### config.mk
export PLATFORM = sky130hd
export DESIGN_NAME = cassette_read_compare_ctrl
export DESIGN_NICKNAME = d
export VERILOG_FILES = /design/src/hw/cassette_pkg.sv /design/src/hw/cassette_read_compare_ctrl.sv
export SDC_FILE = /design/constraint.sdc
export NUM_CORES = 1
export LEC_CHECK = 0
export BUFFER_PORTS_ARGS = -buffer_cell sky130_fd_sc_hd__buf_4
export CORE_ASPECT_RATIO = 1.1
export CORE_MARGIN = 2
export CORE_UTILIZATION = 45
export DETAILED_ROUTE_END_ITERATION = 8
export GPL_TIMING_DRIVEN = 0
export PLACE_DENSITY = 0.84
export SKIP_LAST_GASP = 1
export SYNTH_ARGS = -nofsm -noshare
export SYNTH_HDL_FRONTEND = slang
export SYNTH_SLANG_ARGS = --single-unit
### constraint.sdc
create_clock -name aclk -period 3.1 [get_ports aclk]
set_clock_uncertainty 0.15 [all_clocks]
set_input_delay 0.465 -clock aclk [delete_from_list [all_inputs] [get_ports aclk]]
set_output_delay 0.465 -clock aclk [all_outputs]
set_load 0.005 [all_outputs]
### src/hw/cassette_pkg.sv
// Constants, register map and state encodings for the cassette read and
// compare controller.
// Assumes a 32-bit AXI4-Lite master and a single 100 MHz clock domain.
package cassette_pkg;

	// Register byte offsets
	localparam logic [4:0]  OFF_CTRL     = 5'h00;
	localparam logic [4:0]  OFF_MODE     = 5'h04;
	localparam logic [4:0]  OFF_STAT     = 5'h08;
	localparam logic [4:0]  OFF_IRQ_STAT = 5'h0c;
	localparam logic [4:0]  OFF_IRQ_MASK = 5'h10;

	// Transfer control word layout
	localparam int unsigned BIT_RD_TRIG  = 1;
	localparam int unsigned BIT_CMP_TRIG = 2;
	localparam int unsigned BIT_MISMATCH = 3;
	localparam int unsigned BIT_ERR_LO   = 12;

	// Transfer error flags, first to last
	localparam int unsigned ERR_W        = 4;
	localparam int unsigned ERR_MODE     = 0;
	localparam int unsigned ERR_SIZE     = 1;
	localparam int unsigned ERR_ABSENT   = 2;
	localparam int unsigned ERR_XFER     = 3;

	// Status word layout
	localparam int unsigned BIT_MODE_LO  = 0;
	localparam int unsigned BIT_BUSY     = 2;
	localparam int unsigned BIT_MEMERR   = 3;
	localparam int unsigned BIT_PRESENT  = 4;
	localparam int unsigned BIT_AUTO_SW  = 5;
	localparam int unsigned BIT_UCODE_SW = 6;

	// Interrupt status and mask layout
	localparam int unsigned IRQ_W        = 3;
	localparam int unsigned IRQ_DONE     = 0;
	localparam int unsigned IRQ_FAULT    = 1;
	localparam int unsigned IRQ_MEMERR   = 2;

	localparam logic [7:0]  FAULT_CODE   = 8'h9d;
	localparam logic [1:0]  BOOT_CYCLES  = 2'h3;
	localparam logic [1:0]  RESP_OKAY    = 2'h0;
	localparam logic [1:0]  RESP_SLVERR  = 2'h2;

	typedef enum logic [1:0] {
		MODE_PROGRAM = 2'b00,
		MODE_MONITOR = 2'b01,
		MODE_RUN     = 2'b10
	} op_mode_t;

	typedef enum logic [2:0] {
		ST_IDLE    = 3'b000,
		ST_FETCH   = 3'b001,
		ST_UM_WAIT = 3'b010,
		ST_UM_CHK  = 3'b011,
		ST_FINISH  = 3'b100
	} xfer_state_t;

endpackage : cassette_pkg

### src/hw/cassette_read_compare_ctrl.sv
// Cassette to user memory read and cassette compare controller.
// Assumes a cassette word port and a user memory port on aclk; the user
// memory returns read data one cycle after um_re.
//
// The register addresses and the AXI4-Lite slave port are this design's own decisions.
`timescale 1ns/1ns
module cassette_read_compare_ctrl #(
	parameter int unsigned UM_WORDS = 16384,
	parameter int unsigned CAS_AW   = 15,
	parameter int unsigned DW       = 16
) (
	// Clock and reset
	input  wire logic                    aclk,
	input  wire logic                    aresetn,
	// AXI4-Lite slave
	input  wire logic                    awvalid,
	output logic                         awready,
	input  wire logic [31:0]             awaddr,
	input  wire logic                    wvalid,
	output logic                         wready,
	input  wire logic [31:0]             wdata,
	input  wire logic [3:0]              wstrb,
	output logic                         bvalid,
	input  wire logic                    bready,
	output logic [1:0]                   bresp,
	input  wire logic                    arvalid,
	output logic                         arready,
	input  wire logic [31:0]             araddr,
	output logic                         rvalid,
	input  wire logic                    rready,
	output logic [31:0]                  rdata,
	output logic [1:0]                   rresp,
	// Switches and cassette presence pins
	input  wire logic                    auto_load_sw,
	input  wire logic                    user_codes_sw,
	input  wire logic                    cas_present,
	// Cassette word port
	output logic                         cas_req,
	output logic [CAS_AW-1:0]            cas_addr,
	input  wire logic                    cas_ack,
	input  wire logic                    cas_err,
	input  wire logic [DW-1:0]           cas_rdata,
	input  wire logic [CAS_AW:0]         cas_words,
	// User memory port
	output logic                         um_we,
	output logic                         um_re,
	output logic [CAS_AW-1:0]            um_addr,
	output logic [DW-1:0]                um_wdata,
	input  wire logic [DW-1:0]           um_rdata,
	// Status outputs
	output cassette_pkg::op_mode_t       op_mode,
	output logic                         run_inhibit,
	output logic                         user_codes,
	output logic                         fault_pulse,
	output logic [7:0]                   fault_code,
	output logic                         irq
);
	import cassette_pkg::*;

	typedef struct packed {
		xfer_state_t       st;
		logic              rd_trig;
		logic              cmp_trig;
		logic              mismatch;
		logic [ERR_W-1:0]  err;
		logic              mem_error;
		op_mode_t          mode;
		logic              is_boot;
		logic              boot_pending;
		logic [1:0]        boot_cnt;
		logic [CAS_AW:0]   idx;
		logic [DW-1:0]     cas_word;
		logic              differ;
		logic              fault_pulse;
		logic [7:0]        fault_code;
		logic              cas_req;
		logic [CAS_AW-1:0] cas_addr;
		logic              um_we;
		logic              um_re;
		logic [CAS_AW-1:0] um_addr;
		logic [DW-1:0]     um_wdata;
		logic              pres_s1;
		logic              pres_s2;
		logic              auto_s1;
		logic              auto_s2;
		logic              ucode_s1;
		logic              ucode_s2;
		logic [IRQ_W-1:0]  irq_stat;
		logic [IRQ_W-1:0]  irq_mask;
		logic              irq;
		logic              aw_got;
		logic [4:0]        aw_addr;
		logic              w_got;
		logic [31:0]       w_data;
		logic [3:0]        w_strb;
		logic              bvalid;
		logic [1:0]        bresp;
		logic              rvalid;
		logic [31:0]       rdata;
		logic [1:0]        rresp;
	} state_t;

	state_t s_ff;
	state_t nxt_s;
	logic   start_rd;
	logic   start_cmp;
	logic   fault_now;
	logic   last_chk;

	function automatic logic mapped(input logic [4:0] a);
		return a == OFF_CTRL || a == OFF_MODE || a == OFF_STAT ||
			a == OFF_IRQ_STAT || a == OFF_IRQ_MASK;
	endfunction : mapped

	function automatic logic [CAS_AW:0] step(input logic [CAS_AW:0] i);
		return i + {{CAS_AW{1'b0}}, 1'b1};
	endfunction : step

	always_comb begin
		logic [IRQ_W-1:0] ev;
		logic [IRQ_W-1:0] clr;
		logic [31:0]      rv;
		logic             last;
		logic [CAS_AW:0]  nidx;
		ev = '0;
		clr = '0;
		rv = '0;
		// Selects on a call result are refused, so keep the sum here
		nidx = step(s_ff.idx);
		last = nidx == cas_words;
		start_rd = 1'b0;
		start_cmp = 1'b0;
		fault_now = 1'b0;
		nxt_s = s_ff;
		nxt_s.fault_pulse = 1'b0;
		nxt_s.um_we = 1'b0;
		nxt_s.um_re = 1'b0;
		nxt_s.pres_s1 = cas_present;
		nxt_s.pres_s2 = s_ff.pres_s1;
		nxt_s.auto_s1 = auto_load_sw;
		nxt_s.auto_s2 = s_ff.auto_s1;
		nxt_s.ucode_s1 = user_codes_sw;
		nxt_s.ucode_s2 = s_ff.ucode_s1;

		// Wait for the switch synchronisers to settle before sampling
		if (s_ff.boot_pending) begin
			if (s_ff.boot_cnt != BOOT_CYCLES) begin
				nxt_s.boot_cnt = s_ff.boot_cnt + 2'h1;
			end else begin
				nxt_s.boot_pending = 1'b0;
				if (s_ff.auto_s2) begin
					start_rd = 1'b1;
					nxt_s.is_boot = 1'b1;
				end
			end
		end

		// Write path: address and data held until the response is taken
		if (awvalid && !s_ff.aw_got && !s_ff.bvalid) begin
			nxt_s.aw_got = 1'b1;
			nxt_s.aw_addr = awaddr[4:0];
		end
		if (wvalid && !s_ff.w_got && !s_ff.bvalid) begin
			nxt_s.w_got = 1'b1;
			nxt_s.w_data = wdata;
			nxt_s.w_strb = wstrb;
		end
		if (s_ff.aw_got && s_ff.w_got && !s_ff.bvalid) begin
			nxt_s.bvalid = 1'b1;
			nxt_s.bresp = mapped(s_ff.aw_addr) ? RESP_OKAY : RESP_SLVERR;
			if (s_ff.w_strb[0]) begin
				unique case (s_ff.aw_addr)
				OFF_CTRL: begin
					// Mismatch bit is never written from the bus
					if (s_ff.st == ST_IDLE && !s_ff.boot_pending) begin
						if (s_ff.w_data[BIT_RD_TRIG])
							start_rd = 1'b1;
						else if (s_ff.w_data[BIT_CMP_TRIG])
							start_cmp = 1'b1;
					end
				end
				OFF_MODE: begin
					// Memory error locks the controller in program mode
					if (s_ff.st == ST_IDLE &&
						s_ff.w_data[1:0] != 2'h3 &&
						(!s_ff.mem_error ||
						s_ff.w_data[1:0] == MODE_PROGRAM))
						nxt_s.mode = op_mode_t'(s_ff.w_data[1:0]);
				end
				OFF_IRQ_STAT: clr = s_ff.w_data[IRQ_W-1:0];
				OFF_IRQ_MASK: nxt_s.irq_mask = s_ff.w_data[IRQ_W-1:0];
				default: ;
				endcase
			end
		end
		if (s_ff.bvalid && bready) begin
			nxt_s.bvalid = 1'b0;
			nxt_s.aw_got = 1'b0;
			nxt_s.w_got = 1'b0;
		end

		// Read path
		if (arvalid && !s_ff.rvalid) begin
			unique case (araddr[4:0])
			OFF_CTRL: begin
				rv[BIT_RD_TRIG] = s_ff.rd_trig;
				rv[BIT_CMP_TRIG] = s_ff.cmp_trig;
				rv[BIT_MISMATCH] = s_ff.mismatch;
				rv[BIT_ERR_LO +: ERR_W] = s_ff.err;
			end
			OFF_MODE: rv[1:0] = s_ff.mode;
			OFF_STAT: begin
				rv[BIT_MODE_LO +: 2] = s_ff.mode;
				rv[BIT_BUSY] = s_ff.st != ST_IDLE;
				rv[BIT_MEMERR] = s_ff.mem_error;
				rv[BIT_PRESENT] = s_ff.pres_s2;
				rv[BIT_AUTO_SW] = s_ff.auto_s2;
				rv[BIT_UCODE_SW] = s_ff.ucode_s2;
			end
			OFF_IRQ_STAT: rv[IRQ_W-1:0] = s_ff.irq_stat;
			OFF_IRQ_MASK: rv[IRQ_W-1:0] = s_ff.irq_mask;
			default: ;
			endcase
			nxt_s.rvalid = 1'b1;
			nxt_s.rdata = rv;
			nxt_s.rresp = mapped(araddr[4:0]) ? RESP_OKAY : RESP_SLVERR;
		end
		if (s_ff.rvalid && rready)
			nxt_s.rvalid = 1'b0;

		// Launch checks; error flags of the previous operation are replaced
		if (start_rd || start_cmp) begin
			nxt_s.err = '0;
			if (s_ff.mode != MODE_PROGRAM) begin
				nxt_s.err[ERR_MODE] = 1'b1;
				nxt_s.mismatch = start_cmp ? 1'b1 : s_ff.mismatch;
				fault_now = 1'b1;
				ev[IRQ_DONE] = 1'b1;
			end else if (!s_ff.pres_s2 || cas_words == '0) begin
				nxt_s.err[ERR_ABSENT] = 1'b1;
				if (start_cmp)
					nxt_s.mismatch = 1'b1;
				else
					fault_now = 1'b1;
				ev[IRQ_DONE] = 1'b1;
			end else if (32'(cas_words) > UM_WORDS) begin
				// Image larger than user memory is refused whole
				nxt_s.err[ERR_SIZE] = 1'b1;
				nxt_s.mismatch = start_cmp ? 1'b1 : s_ff.mismatch;
				fault_now = 1'b1;
				ev[IRQ_DONE] = 1'b1;
			end else begin
				nxt_s.st = ST_FETCH;
				nxt_s.rd_trig = start_rd;
				nxt_s.cmp_trig = start_cmp;
				nxt_s.idx = '0;
				nxt_s.differ = 1'b0;
				nxt_s.cas_req = 1'b1;
				nxt_s.cas_addr = '0;
			end
		end

		unique case (s_ff.st)
		ST_IDLE: ;
		ST_FETCH: begin
			// Same word handshake whatever the cassette technology
			if (cas_ack) begin
				nxt_s.cas_req = 1'b0;
				if (cas_err) begin
					nxt_s.err[ERR_XFER] = 1'b1;
					nxt_s.differ = 1'b1;
					fault_now = 1'b1;
					nxt_s.st = ST_FINISH;
				end else if (s_ff.rd_trig) begin
					// Only this engine writes user memory
					nxt_s.um_we = 1'b1;
					nxt_s.um_addr = s_ff.idx[CAS_AW-1:0];
					nxt_s.um_wdata = cas_rdata;
					if (last) begin
						nxt_s.st = ST_FINISH;
					end else begin
						nxt_s.idx = nidx;
						nxt_s.cas_addr = nidx[CAS_AW-1:0];
						nxt_s.cas_req = 1'b1;
					end
				end else begin
					nxt_s.cas_word = cas_rdata;
					nxt_s.um_re = 1'b1;
					nxt_s.um_addr = s_ff.idx[CAS_AW-1:0];
					nxt_s.st = ST_UM_WAIT;
				end
			end
		end
		ST_UM_WAIT: nxt_s.st = ST_UM_CHK;
		ST_UM_CHK: begin
			if (um_rdata != s_ff.cas_word)
				nxt_s.differ = 1'b1;
			if (last) begin
				nxt_s.st = ST_FINISH;
			end else begin
				nxt_s.idx = nidx;
				nxt_s.cas_addr = nidx[CAS_AW-1:0];
				nxt_s.cas_req = 1'b1;
				nxt_s.st = ST_FETCH;
			end
		end
		ST_FINISH: begin
			nxt_s.rd_trig = 1'b0;
			nxt_s.cmp_trig = 1'b0;
			if (s_ff.cmp_trig)
				nxt_s.mismatch = s_ff.differ;
			nxt_s.is_boot = 1'b0;
			ev[IRQ_DONE] = 1'b1;
			nxt_s.st = ST_IDLE;
		end
		default: nxt_s.st = ST_IDLE;
		endcase

		if (fault_now) begin
			nxt_s.fault_pulse = 1'b1;
			nxt_s.fault_code = FAULT_CODE;
			ev[IRQ_FAULT] = 1'b1;
			if (s_ff.is_boot || (start_rd && s_ff.boot_pending)) begin
				nxt_s.mem_error = 1'b1;
				nxt_s.mode = MODE_PROGRAM;
				ev[IRQ_MEMERR] = 1'b1;
			end
		end

		// New events win over a simultaneous clear
		nxt_s.irq_stat = (s_ff.irq_stat & ~clr) | ev;
		nxt_s.irq = |(nxt_s.irq_stat & nxt_s.irq_mask);
	end

	always_ff @(posedge aclk) begin
		if (!aresetn) begin
			s_ff <= '0;
			s_ff.st <= ST_IDLE;
			s_ff.mode <= MODE_PROGRAM;
			s_ff.boot_pending <= 1'b1;
		end else begin
			s_ff <= nxt_s;
		end
	end

	assign awready = !s_ff.aw_got && !s_ff.bvalid;
	assign wready = !s_ff.w_got && !s_ff.bvalid;
	assign bvalid = s_ff.bvalid;
	assign bresp = s_ff.bresp;
	assign arready = !s_ff.rvalid;
	assign rvalid = s_ff.rvalid;
	assign rdata = s_ff.rdata;
	assign rresp = s_ff.rresp;
	assign cas_req = s_ff.cas_req;
	assign cas_addr = s_ff.cas_addr;
	assign um_we = s_ff.um_we;
	assign um_re = s_ff.um_re;
	assign um_addr = s_ff.um_addr;
	assign um_wdata = s_ff.um_wdata;
	assign op_mode = s_ff.mode;
	assign run_inhibit = s_ff.mem_error;
	assign user_codes = s_ff.ucode_s2;
	assign fault_pulse = s_ff.fault_pulse;
	assign fault_code = s_ff.fault_code;
	assign irq = s_ff.irq;

	assign last_chk = step(s_ff.idx) == cas_words;
endmodule : cassette_read_compare_ctrl

==> flow_summary_export.csv, run 1 <==
group,metric,value,unit
synth,ys_seq_area_frac,0.4065,
synth,synth_compound_area_frac,0.1552,
synth,avgSynthCellArea,8.397,µm²
routing,vias,6226,
synth,synth_flop_cell,"dfxtp_1",
layout,layout_common_cells,"buf_4 (249), dfxtp_1 (137), nand2_1 (127)",
timing,worstMarginPinSlew,0.6657,ns
placed_design,hpwl,13380,µm
layout,area_growth,31.72,%
clock_tree,cts_tree,"yes",
synth,synth_xor_area_frac,0.05699,
clock_tree,clock_latency,0.42,ns
synth,yosys-top-cells-area,"dfxtp_1 (41%), buf_4 (10%), nand2_1 (6.9%)",
setup_path,cp.required,3.26,ns
synth,synth_warnings,0,
layout,multi_input_area,0.003318,mm²
grt,grt_pass1_vias,5810,
setup_path,cp_common_cell,"xnor2_1",
setup_path,critPathBufInv,3,
timing,whs,0.06698,ns
synth,synth-seq-cells,140,
routing,dr.pass1.iters,5,
floorplan,die-area,0.01633,mm²
setup_path,arrival,3.12,ns
setup_path,cp_top_family,"simple AND/OR/NAND/NOR gates",
setup_path,crit_path_cell_trace,"buf_2 > nand4_1 > buf_4 > nor4_2 > xnor2_1 > xnor2_1 > a2111oi_2 > and3_1 > buf_6 > nor2_2 > a221o_1",
hold_path,hp-class,"in2reg",
floorplan,die_y,133.8,µm
grt,grt_use_total,0.2177,
timing,slew_headroom,0.5562,
placed_design,numPortBuffers,148,
synth,synthArstFlopShare,0,
grt,antenna_found_initial,0,
clock_tree,clockBufferDepth,2,
routing,ant_nets,0,
synth,synth_top_family_by_area,"simple AND/OR/NAND/NOR gates",
setup_path,crit_type,"reg2reg",
routing,route.detailed.drc,0,
synth,yosys.area.top_type,"dfxtp_1",
timing,finalSetupViolCount,0,
setup_path,slowest_delay,0.40,ns
synth,synth.cell_area,0.006894,mm²
power_and_ir_drop,power.leakage,0.003745,µW
timing,timing.final.crit_share,0.9527,
routing,drt-initial-drc-count,386,
timing,finalHoldViolations,0,
layout,final_cell_count_no_fill,1229,
clock_tree,clkTransAtPathRegs,0.06,ns
outcome,status,"complete, no violations",
layout,final_common_cell,"buf_4",
placed_design,gp_congestion,0.8745,
routing,routedWlPerCell,14.67,µm
floorplan,num_rows,47,
setup_path,critPathSlowestCell,"a2111oi_2",
setup_path,critPathCaptureType,"flip-flop",
clock_tree,clock_sinks,140,
routing,routed_wl,18030,µm
synth,synthAdderAreaFrac,0.005082,
grt,grt_overflow_total,0,
routing,vias_per_cell,5.066,
timing,period_needed,2.953,ns
timing,max_freq,338.6,MHz
setup_path,cp_max_fo,10,
grt,grt_max_degree,17,
setup_path,crit_path_start_kind,"flip-flop",
floorplan,start_util,0.4597,
layout,antenna_cells,0,
synth,synth-edff-count,0,
floorplan,ios,264,
layout,drive_gt1_frac,0.3078,
placed_design,place_inst,1190,
synth,synthCells,821,
synth,synth.distinct_cells,68,
layout,regArea,0.002809,mm²
layout,fin_nets,1182,
layout,final_util,0.6056,
run,drv_cap,0,
clock_tree,numCtsBuffers,17,
clock_tree,htree_num_levels,4,
synth,synth_top_area_frac,0.4065,
synth,yosys.area_share.simple,0.2065,
floorplan,die_x,122.0,µm
grt,grt_pass1_wl,27990,µm
power_and_ir_drop,total_power,4248,µW
clock_tree,ctsHoldBuffers,0,
layout,fillers,1321,
power_and_ir_drop,ir_worst_vdd,328.1,µV
synth,synthMuxAreaShare,0.03412,
clock_tree,cts.root.buffer_cell,"clkbuf_16",
floorplan,core-area,0.01500,mm²
timing,slew_viol_final,0,
power_and_ir_drop,powerDensity,467.8,mW/mm²
==> registers in the layout, summed over array words and instances, names as in the netlist, 2 cells and up <==
register  flops
um_addr      15
cas_addr     15
rdata        11
um_wdata     16
s_ff         66
op_mode       2
nxt_s         3
==> cell usage after synthesis, types with 4 or more instances <==
cell       instances
o31ai_1            4
xor2_1             7
nor3b_1            4
inv_1             10
xnor2_1           36
mux2_2             4
and3_1             4
a211oi_1           5
o2bb2ai_1         21
buf_4             92
nand2b_1          16
clkbuf_1          32
nand2_1          127
a21oi_1           76
and2_1            10
buf_2              8
nor3_1            15
nor2b_1            6
nor2_1            58
nand3_1           19
nand4_1           10
o211ai_1           4
dfxtp_1          140
nor4_1             6
o21ai_0           16
a31oi_1            7
mux2i_1           19
==> stage by stage <==
stage	instance area, µm²	TNS [ns]	setup WS [ns]
2_1_floorplan	6988	0	0.1722
6_report	9081	0	0.1465
3_5_place_dp	8344	-8.175	-0.3399
5_1_grt	9081	-0.02053	-0.006443
3_3_place_gp	8344	-8.200	-0.3307
4_1_cts	8996	0	0.01501
==> cells by family (layout without fill, tap and decap cells) <==
family,Yosys count,count (layout)
xor+xnor,44,44
simple gates,299,299
other cells,1,26
compound gates,164,164
flops,140,140
fa+ha+maj,3,3
mux,23,23
buf+inv,147,334
==> cell type report <==
| class | instances | share of cell area |
|---|---|---|
| flip-flops and latches | 140 | 0.3093 |
| repair buffers | 155 | 0.1281 |
| clock buffers | 20 | 0.05029 |
| inverters | 10 | 0.004133 |
| plain buffers | 137 | 0.1006 |
| clock inverters | 12 | 0.01516 |
| well taps | 196 | 0.02700 |
| multi-input cells | 559 | 0.3654 |
==> routing by layer <==
metal / GRT usage / wire, µm / vias up
met2: 0.3712 / 8918 / 223
li1: - / - / 3091
met1: 0.2603 / 7303 / 2868
met5: 0 / 0 / -
met3: 0.05145 / 1239 / 44
met4: 0.09387 / 568 / 0
==> power by group <==
part / internal, µW / total [µW] / switching, µW / leakage [µW]
logic: 180 / 347 / 167 / 0.00232
clock network: 1240 / 2040 / 802 / 0.000293
registers: 1830 / 1860 / 29.6 / 0.00113
total: 3250 / 4250 / 999 / 0.00374
==> path summary, 6_finish.rpt <==
kind / slack [ns] / cells past startpoint / end / from
max: 0.15 / 11 / s_ff[184] / s_ff[176]
min: 0.07 / 2 / rvalid / rready
max reg2reg: 0.15 / 11 / s_ff[184] / s_ff[176]
min reg2reg: 0.28 / 1 / s_ff[90] / nxt_s[90]
==> repair_timing <==
item | 4_1_cts | 5_1_grt
pin swaps | 7 | 4
gates resized for setup | 10 | 12
setup endpoints to repair | 33 | 42
setup buffers | 4 | 3
No activity file was read; power rests on OpenSTA's default activity.
==> inputs of run 2 (changes only) <==
ABC_AREA = 1   (was unset)
==> flow_summary_export.csv, run 2 <==
group,metric,value,unit
clock_tree,cts_setup_buffers,0,
clock_tree,clock_sinks,140,
setup_path,critPathCaptureType,"flip-flop",
floorplan,die_x,124.9,µm
routing,vias,7093,
layout,layout_common_cells,"buf_4 (244), nand2_1 (182), dfxtp_1 (140)",
placed_design,numPortBuffers,150,
timing,worstMarginPinSlew,0.6388,ns
grt,grt_overflow_total,0,
routing,routed_wl,20950,µm
synth,synth.distinct_cells,48,
synth,synth_flop_cell,"dfxtp_1",
layout,antenna_cells,0,
setup_path,arrival,2.82,ns
synth,yosysMostFrequentCell,"nand2_1",
layout,largest_register_ffs,66,
routing,drt-initial-drc-count,595,
timing,period_needed,2.621,ns
timing,timing.final.crit_share,0.8454,
hold_path,hp-class,"in2reg",
synth,synthArstFlopShare,0,
power_and_ir_drop,power.leakage,0.004328,µW
synth,ys_seq_area_frac,0.3875,
timing,rsz0062_at_grt,"no",
power_and_ir_drop,powerDensity,468.5,mW/mm²
layout,final_cell_count_no_fill,1421,
layout,fillers,1458,
layout,fin_nets,1370,
synth,yosys.area.top_type,"dfxtp_1",
synth,synth_warnings,0,
routing,vias_per_cell,4.992,
timing,slew_viol_final,0,
synth,yosys-top-cells-area,"dfxtp_1 (39%), buf_4 (9.8%), nand2_1 (9.4%)",
setup_path,crit_path_start_kind,"flip-flop",
layout,area_growth,28.86,%
synth,netlist_top_cells_count,"nand2_1 (182), dfxtp_1 (140), a21oi_1 (97)",
floorplan,ios,264,
layout,final_common_cell,"buf_4",
timing,max_freq,381.6,MHz
clock_tree,clock_latency,0.43,ns
floorplan,die-area,0.01710,mm²
setup_path,ff2ff_setup_slack,0.48,ns
floorplan,die_y,137.0,µm
timing,setup_ws,0.4794,ns
grt,grt_use_total,0.2441,
clock_tree,clockBufferDepth,2,
timing,tns,0,ns
layout,top_register,"s_ff",
clock_tree,htree_num_levels,4,
synth,synth-seq-cells,140,
power_and_ir_drop,ir_worst_vdd,369.3,µV
routing,route.detailed.drc,0,
floorplan,core-area,0.01574,mm²
synth,synth.cell_area,0.007232,mm²
routing,dr.pass1.iters,5,
routing,routedWlPerCell,14.74,µm
placed_design,pre_cts_ws,0.3047,ns
layout,regArea,0.002803,mm²
synth,avgSynthCellArea,7.132,µm²
synth,synthCells,1014,
setup_path,crit_type,"reg2reg",
clock_tree,clkTransAtPathRegs,0.06,ns
clock_tree,ctsHoldBuffers,0,
run,drv_cap,0,
timing,finalSetupViolCount,0,
placed_design,hpwl,15900,µm
outcome,status,"complete, no violations",
synth,synth_top_area_frac,0.3875,
clock_tree,numCtsBuffers,17,
placed_design,gp_congestion,0.9533,
routing,ant_nets,0,
placed_design,place_inst,1389,
timing,finalHoldViolations,0,
layout,multi_input_area,0.003279,mm²
clock_tree,cts.root.buffer_cell,"clkbuf_16",
setup_path,cp_max_fo,10,
layout,drive_gt1_frac,0.2776,
grt,grt_pass1_vias,6769,
synth,synth-edff-count,0,
clock_tree,cts_tree,"yes",
grt,grt_pass1_wl,33000,µm
setup_path,cp.required,3.30,ns
grt,grt_max_degree,17,
grt,antenna_found_initial,0,
timing,whs,0.06870,ns
timing,slew_headroom,0.5742,
floorplan,start_util,0.4596,
floorplan,num_rows,48,
clock_tree,post_cts_resized,0,
==> run 2: cell count changes after synthesis, moves of 16 or more <==
cell,previous run,this run
a21oi_1,76,97
nand3_1,19,78
xnor2_1,36,5
mux2i_1,19,2
inv_1,10,88
nand2_1,127,182
o21ai_0,16,76
nand2b_1,16,0
o2bb2ai_1,21,0
nor2_1,58,96
==> run 2: logic make-up (layout without fill, tap and decap cells) <==
group | count (synthesis) | in the layout | synth area share
adders and majority gates | 2 | 2 | 0.003460
and+or+nand+nor | 432 | 432 | 0.2734
buffers and inverters | 226 | 408 | 0.1720
other | 1 | 26 | 0.0005185
xor gates and xnor gates | 15 | 15 | 0.01817
DFF | 140 | 140 | 0.3875
AOI/OAI and AO/OA | 196 | 196 | 0.1422
muxes | 2 | 2 | 0.002768
==> run 2: metal layers <==
metal / track usage / share of wire / wire, µm / up-vias
met1: 0.2971 / 0.42 / 8811 / 3229
met4: 0.1136 / 0.030 / 626 / 0
met3: 0.06255 / 0.079 / 1663 / 48
met5: 0 / 0 / 0 / -
met2: 0.4080 / 0.47 / 9845 / 247
li1: - / - / - / 3569
==> run 2: report_power, final <==
group / leakage, µW / internal [µW] / switching (µW)
registers: 0.00113 / 1850 / 32.2
logic: 0.00289 / 182 / 202
clock network: 0.000307 / 1320 / 787
==> run 2: critical path, stage by stage (launching register included) <==
cell and delay, ns:
dfxtp_1 0.43, ha_1 0.25, nand2_2 0.11, nor2_4 0.18
nand2_1 0.09, nand2_2 0.09, nor2_1 0.06, nor2_1 0.13
nand3_1 0.09, nor2_1 0.12, nand2_1 0.13, nor2_4 0.12
nand2_4 0.12, nand2_4 0.11, buf_8 0.14, nand3_1 0.08
a21oi_1 0.14
==> run 2: cell type report <==
cell class / count / area share
multi-input cells: 673 / 0.3519
flip-flops and latches: 140 / 0.3008
repair buffers: 150 / 0.1208
plain buffers: 125 / 0.09251
clock buffers: 24 / 0.05491
inverters: 101 / 0.04095
well taps: 200 / 0.02685
clock inverters: 8 / 0.01128
==> run 2: worst paths after layout <==
path	from	end	depth (start not counted)
worst max-delay path	s_ff[169]	s_ff[170]	16
worst min-delay path	user_codes_sw	nxt_s[88]	3
worst max register to register	s_ff[169]	s_ff[170]	16
worst min register to register	nxt_s[90]	s_ff[90]	2
==> run 2: stage by stage <==
step / util / area [µm²] / power (µW)
6_report: 0.5922 / 9319 / 4366
5_1_grt: 0.5922 / 9319 / 4515
4_1_cts: 0.5922 / 9319 / 4381
3_5_place_dp: 0.5530 / 8702 / 2291
3_3_place_gp: 0.5530 / 8702 / 2282
2_1_floorplan: - / 7326 / 2119
==> inputs of run 3 (changes only) <==
ABC_AREA = 0   (was 1)
clock period = 2.1 ns   (was 3.1 ns; I/O delays follow)
==> flow_summary_export.csv, run 3 (synthesis gave the netlist of run 1 again) <==
group,metric,value,unit
outcome,status,"finished, violations left",
outcome,violations,"negative setup slack",
placed_design,gp_congestion,0.9347,
placed_design,place_inst,1190,
setup_path,crit_path_cell_trace,"nand4_1 > or2_1 > buf_6 > or4_4 > xnor2_4 > nor4_4 > nand3_2 > a21oi_4 > buf_12 > buf_6 > a221o_1",
placed_design,placedInstanceArea,0.008407,mm²
routing,ant_nets,0,
floorplan,die-area,0.01633,mm²
layout,layout_common_cells,"buf_4 (277), dfxtp_1 (130), nand2_1 (126)",
layout,final_util,0.6574,
timing,rsz0062_at_grt,"yes",
setup_path,critPathBufInv,3,
layout,area_growth,42.99,%
routing,drt-initial-drc-count,623,
clock_tree,clock_sinks,140,
routing,routed_wl,21650,µm
setup_path,cp_common_cell,"buf_6",
grt,antenna_found_initial,0,
routing,routedWlPerCell,16.94,µm
timing,worstMarginPinSlew,0.6639,ns
placed_design,pre_cts_ws,-1.125,ns
power_and_ir_drop,powerDensity,655.5,mW/mm²
layout,multi_input_area,0.003562,mm²
floorplan,die_x,122.0,µm
timing,period_needed,3.022,ns
clock_tree,cts_tree,"yes",
placed_design,hpwl,13620,µm
floorplan,num_rows,47,
layout,fillers,1139,
hold_path,hp-class,"in2reg",
timing,slew_headroom,0.5574,
timing,setup_ws,-0.9221,ns
floorplan,core-area,0.01500,mm²
floorplan,die_y,133.8,µm
routing,vias,6814,
routing,vias_per_cell,5.332,
timing,timing.final.crit_share,1.439,
timing,finalHoldViolations,0,
grt,grt_overflow_total,0,
setup_path,cp_max_fo,8,
layout,final_cell_area,0.009858,mm²
power_and_ir_drop,power.leakage,0.004098,µW
routing,dr.pass1.iters,7,
floorplan,ios,264,
setup_path,critPathSlowestCell,"or4_4",
setup_path,cp_top_family,"simple AND/OR/NAND/NOR gates",
clock_tree,cts.root.buffer_cell,"clkbuf_16",
layout,regArea,0.002823,mm²
routing,route.detailed.drc,0,
power_and_ir_drop,ir_worst_vdd,574.4,µV
setup_path,crit_path_start_kind,"flip-flop",
grt,grt_pass1_vias,6540,
clock_tree,clkTransAtPathRegs,0.06,ns
setup_path,slowest_delay,0.47,ns
layout,largest_register_ffs,66,
clock_tree,htree_num_levels,4,
layout,final_common_cell,"buf_4",
setup_path,critPathCaptureType,"flip-flop",
floorplan,start_util,0.4597,
timing,tns,-30.64,ns
layout,fin_nets,1231,
layout,top_register,"s_ff",
placed_design,numPortBuffers,148,
timing,max_freq,330.9,MHz
setup_path,crit_type,"reg2reg",
layout,final_cell_count_no_fill,1278,
layout,antenna_cells,0,
timing,slew_viol_final,0,
clock_tree,clockBufferDepth,2,
setup_path,cp.required,2.30,ns
setup_path,arrival,3.22,ns
grt,grt_max_degree,17,
layout,drive_gt1_frac,0.3669,
clock_tree,numCtsBuffers,17,
clock_tree,clock_latency,0.42,ns
grt,grt_use_total,0.2514,
timing,finalSetupViolCount,43,
setup_path,ff2ff_setup_slack,-0.92,ns
grt,grt_pass1_wl,32280,µm
run,drv_cap,0,
## run 3: cell types whose count changed in the layout (fill, tap and decap cells not counted), moves of 14 or more
cell	previous run	this run
nand2_1	182	126
o21ai_0	76	13
nand2b_1	0	15
mux2i_1	2	19
a21oi_1	97	75
dlygate4sd3_1	0	15
buf_4	244	277
buf_6	1	15
xnor2_1	5	34
nand3_1	78	18
inv_1	88	10
nor2_1	96	55
## run 3: what timing repair did
item | 4_1_cts | 5_1_grt
hold buffers | 15 | 0
setup endpoints to repair | 91 | 76
pin swaps | 25 | 15
setup buffers | 29 | 16
cloned | 2 | 0
endpoints found under the hold margin | 17 | 0
gates resized for setup | 57 | 33
## run 3: final timing paths
path / cells after the start / endpoint / from
min: 3 / s_ff[44] / wdata[2]
min reg2reg: 1 / s_ff[92] / nxt_s[92]
max: 11 / s_ff[179] / s_ff[170]
max reg2reg: 11 / s_ff[179] / s_ff[170]
## run 3: report_power, final
part	internal, µW	total (µW)	switching, µW
sequential	2710	2750	43.2
combinational	306	591	286
clock	1970	3120	1150
## run 3: final cells by class
| type | count | share of cell area |
|---|---|---|
| Clock inverter | 9 | 0.01371 |
| Timing Repair Buffer | 210 | 0.1692 |
| Multi-Input combinational cell | 559 | 0.3613 |
| Sequential cell | 140 | 0.2863 |
| Clock buffer | 23 | 0.04848 |
| Inverter | 10 | 0.003808 |
| Tap cell | 196 | 0.02488 |
| Buffer | 131 | 0.09227 |
## run 3: worst reg2reg max path: cells and delay by family (launching register included)
kind | cells | cell delay (ns)
DFF | 1 | 0.38
buffers and inverters | 3 | 0.39
xor gates and xnor gates | 1 | 0.17
and+or+nand+nor | 5 | 1.50
AOI/OAI and AO/OA | 2 | 0.36
## run 3: routing by layer
layer,global-route usage,share of wire,vias to the layer above,routed length (µm)
li1,-,-,3190,-
met1,0.2919,0.37,3153,8094
met2,0.4209,0.49,380,10680
met3,0.07143,0.091,91,1960
met4,0.1277,0.042,0,920
met5,0,0,-,0
## run 3: metrics by stage
stage                     total power, µW  hold slack (ns)
after floorplan                      3090           0.2619
after global placement               3298           0.2672
after detailed placement             3311           0.2720
after CTS                            6438        0.0005438
after global routing                 6649         0.006482
final                                6462         0.002078
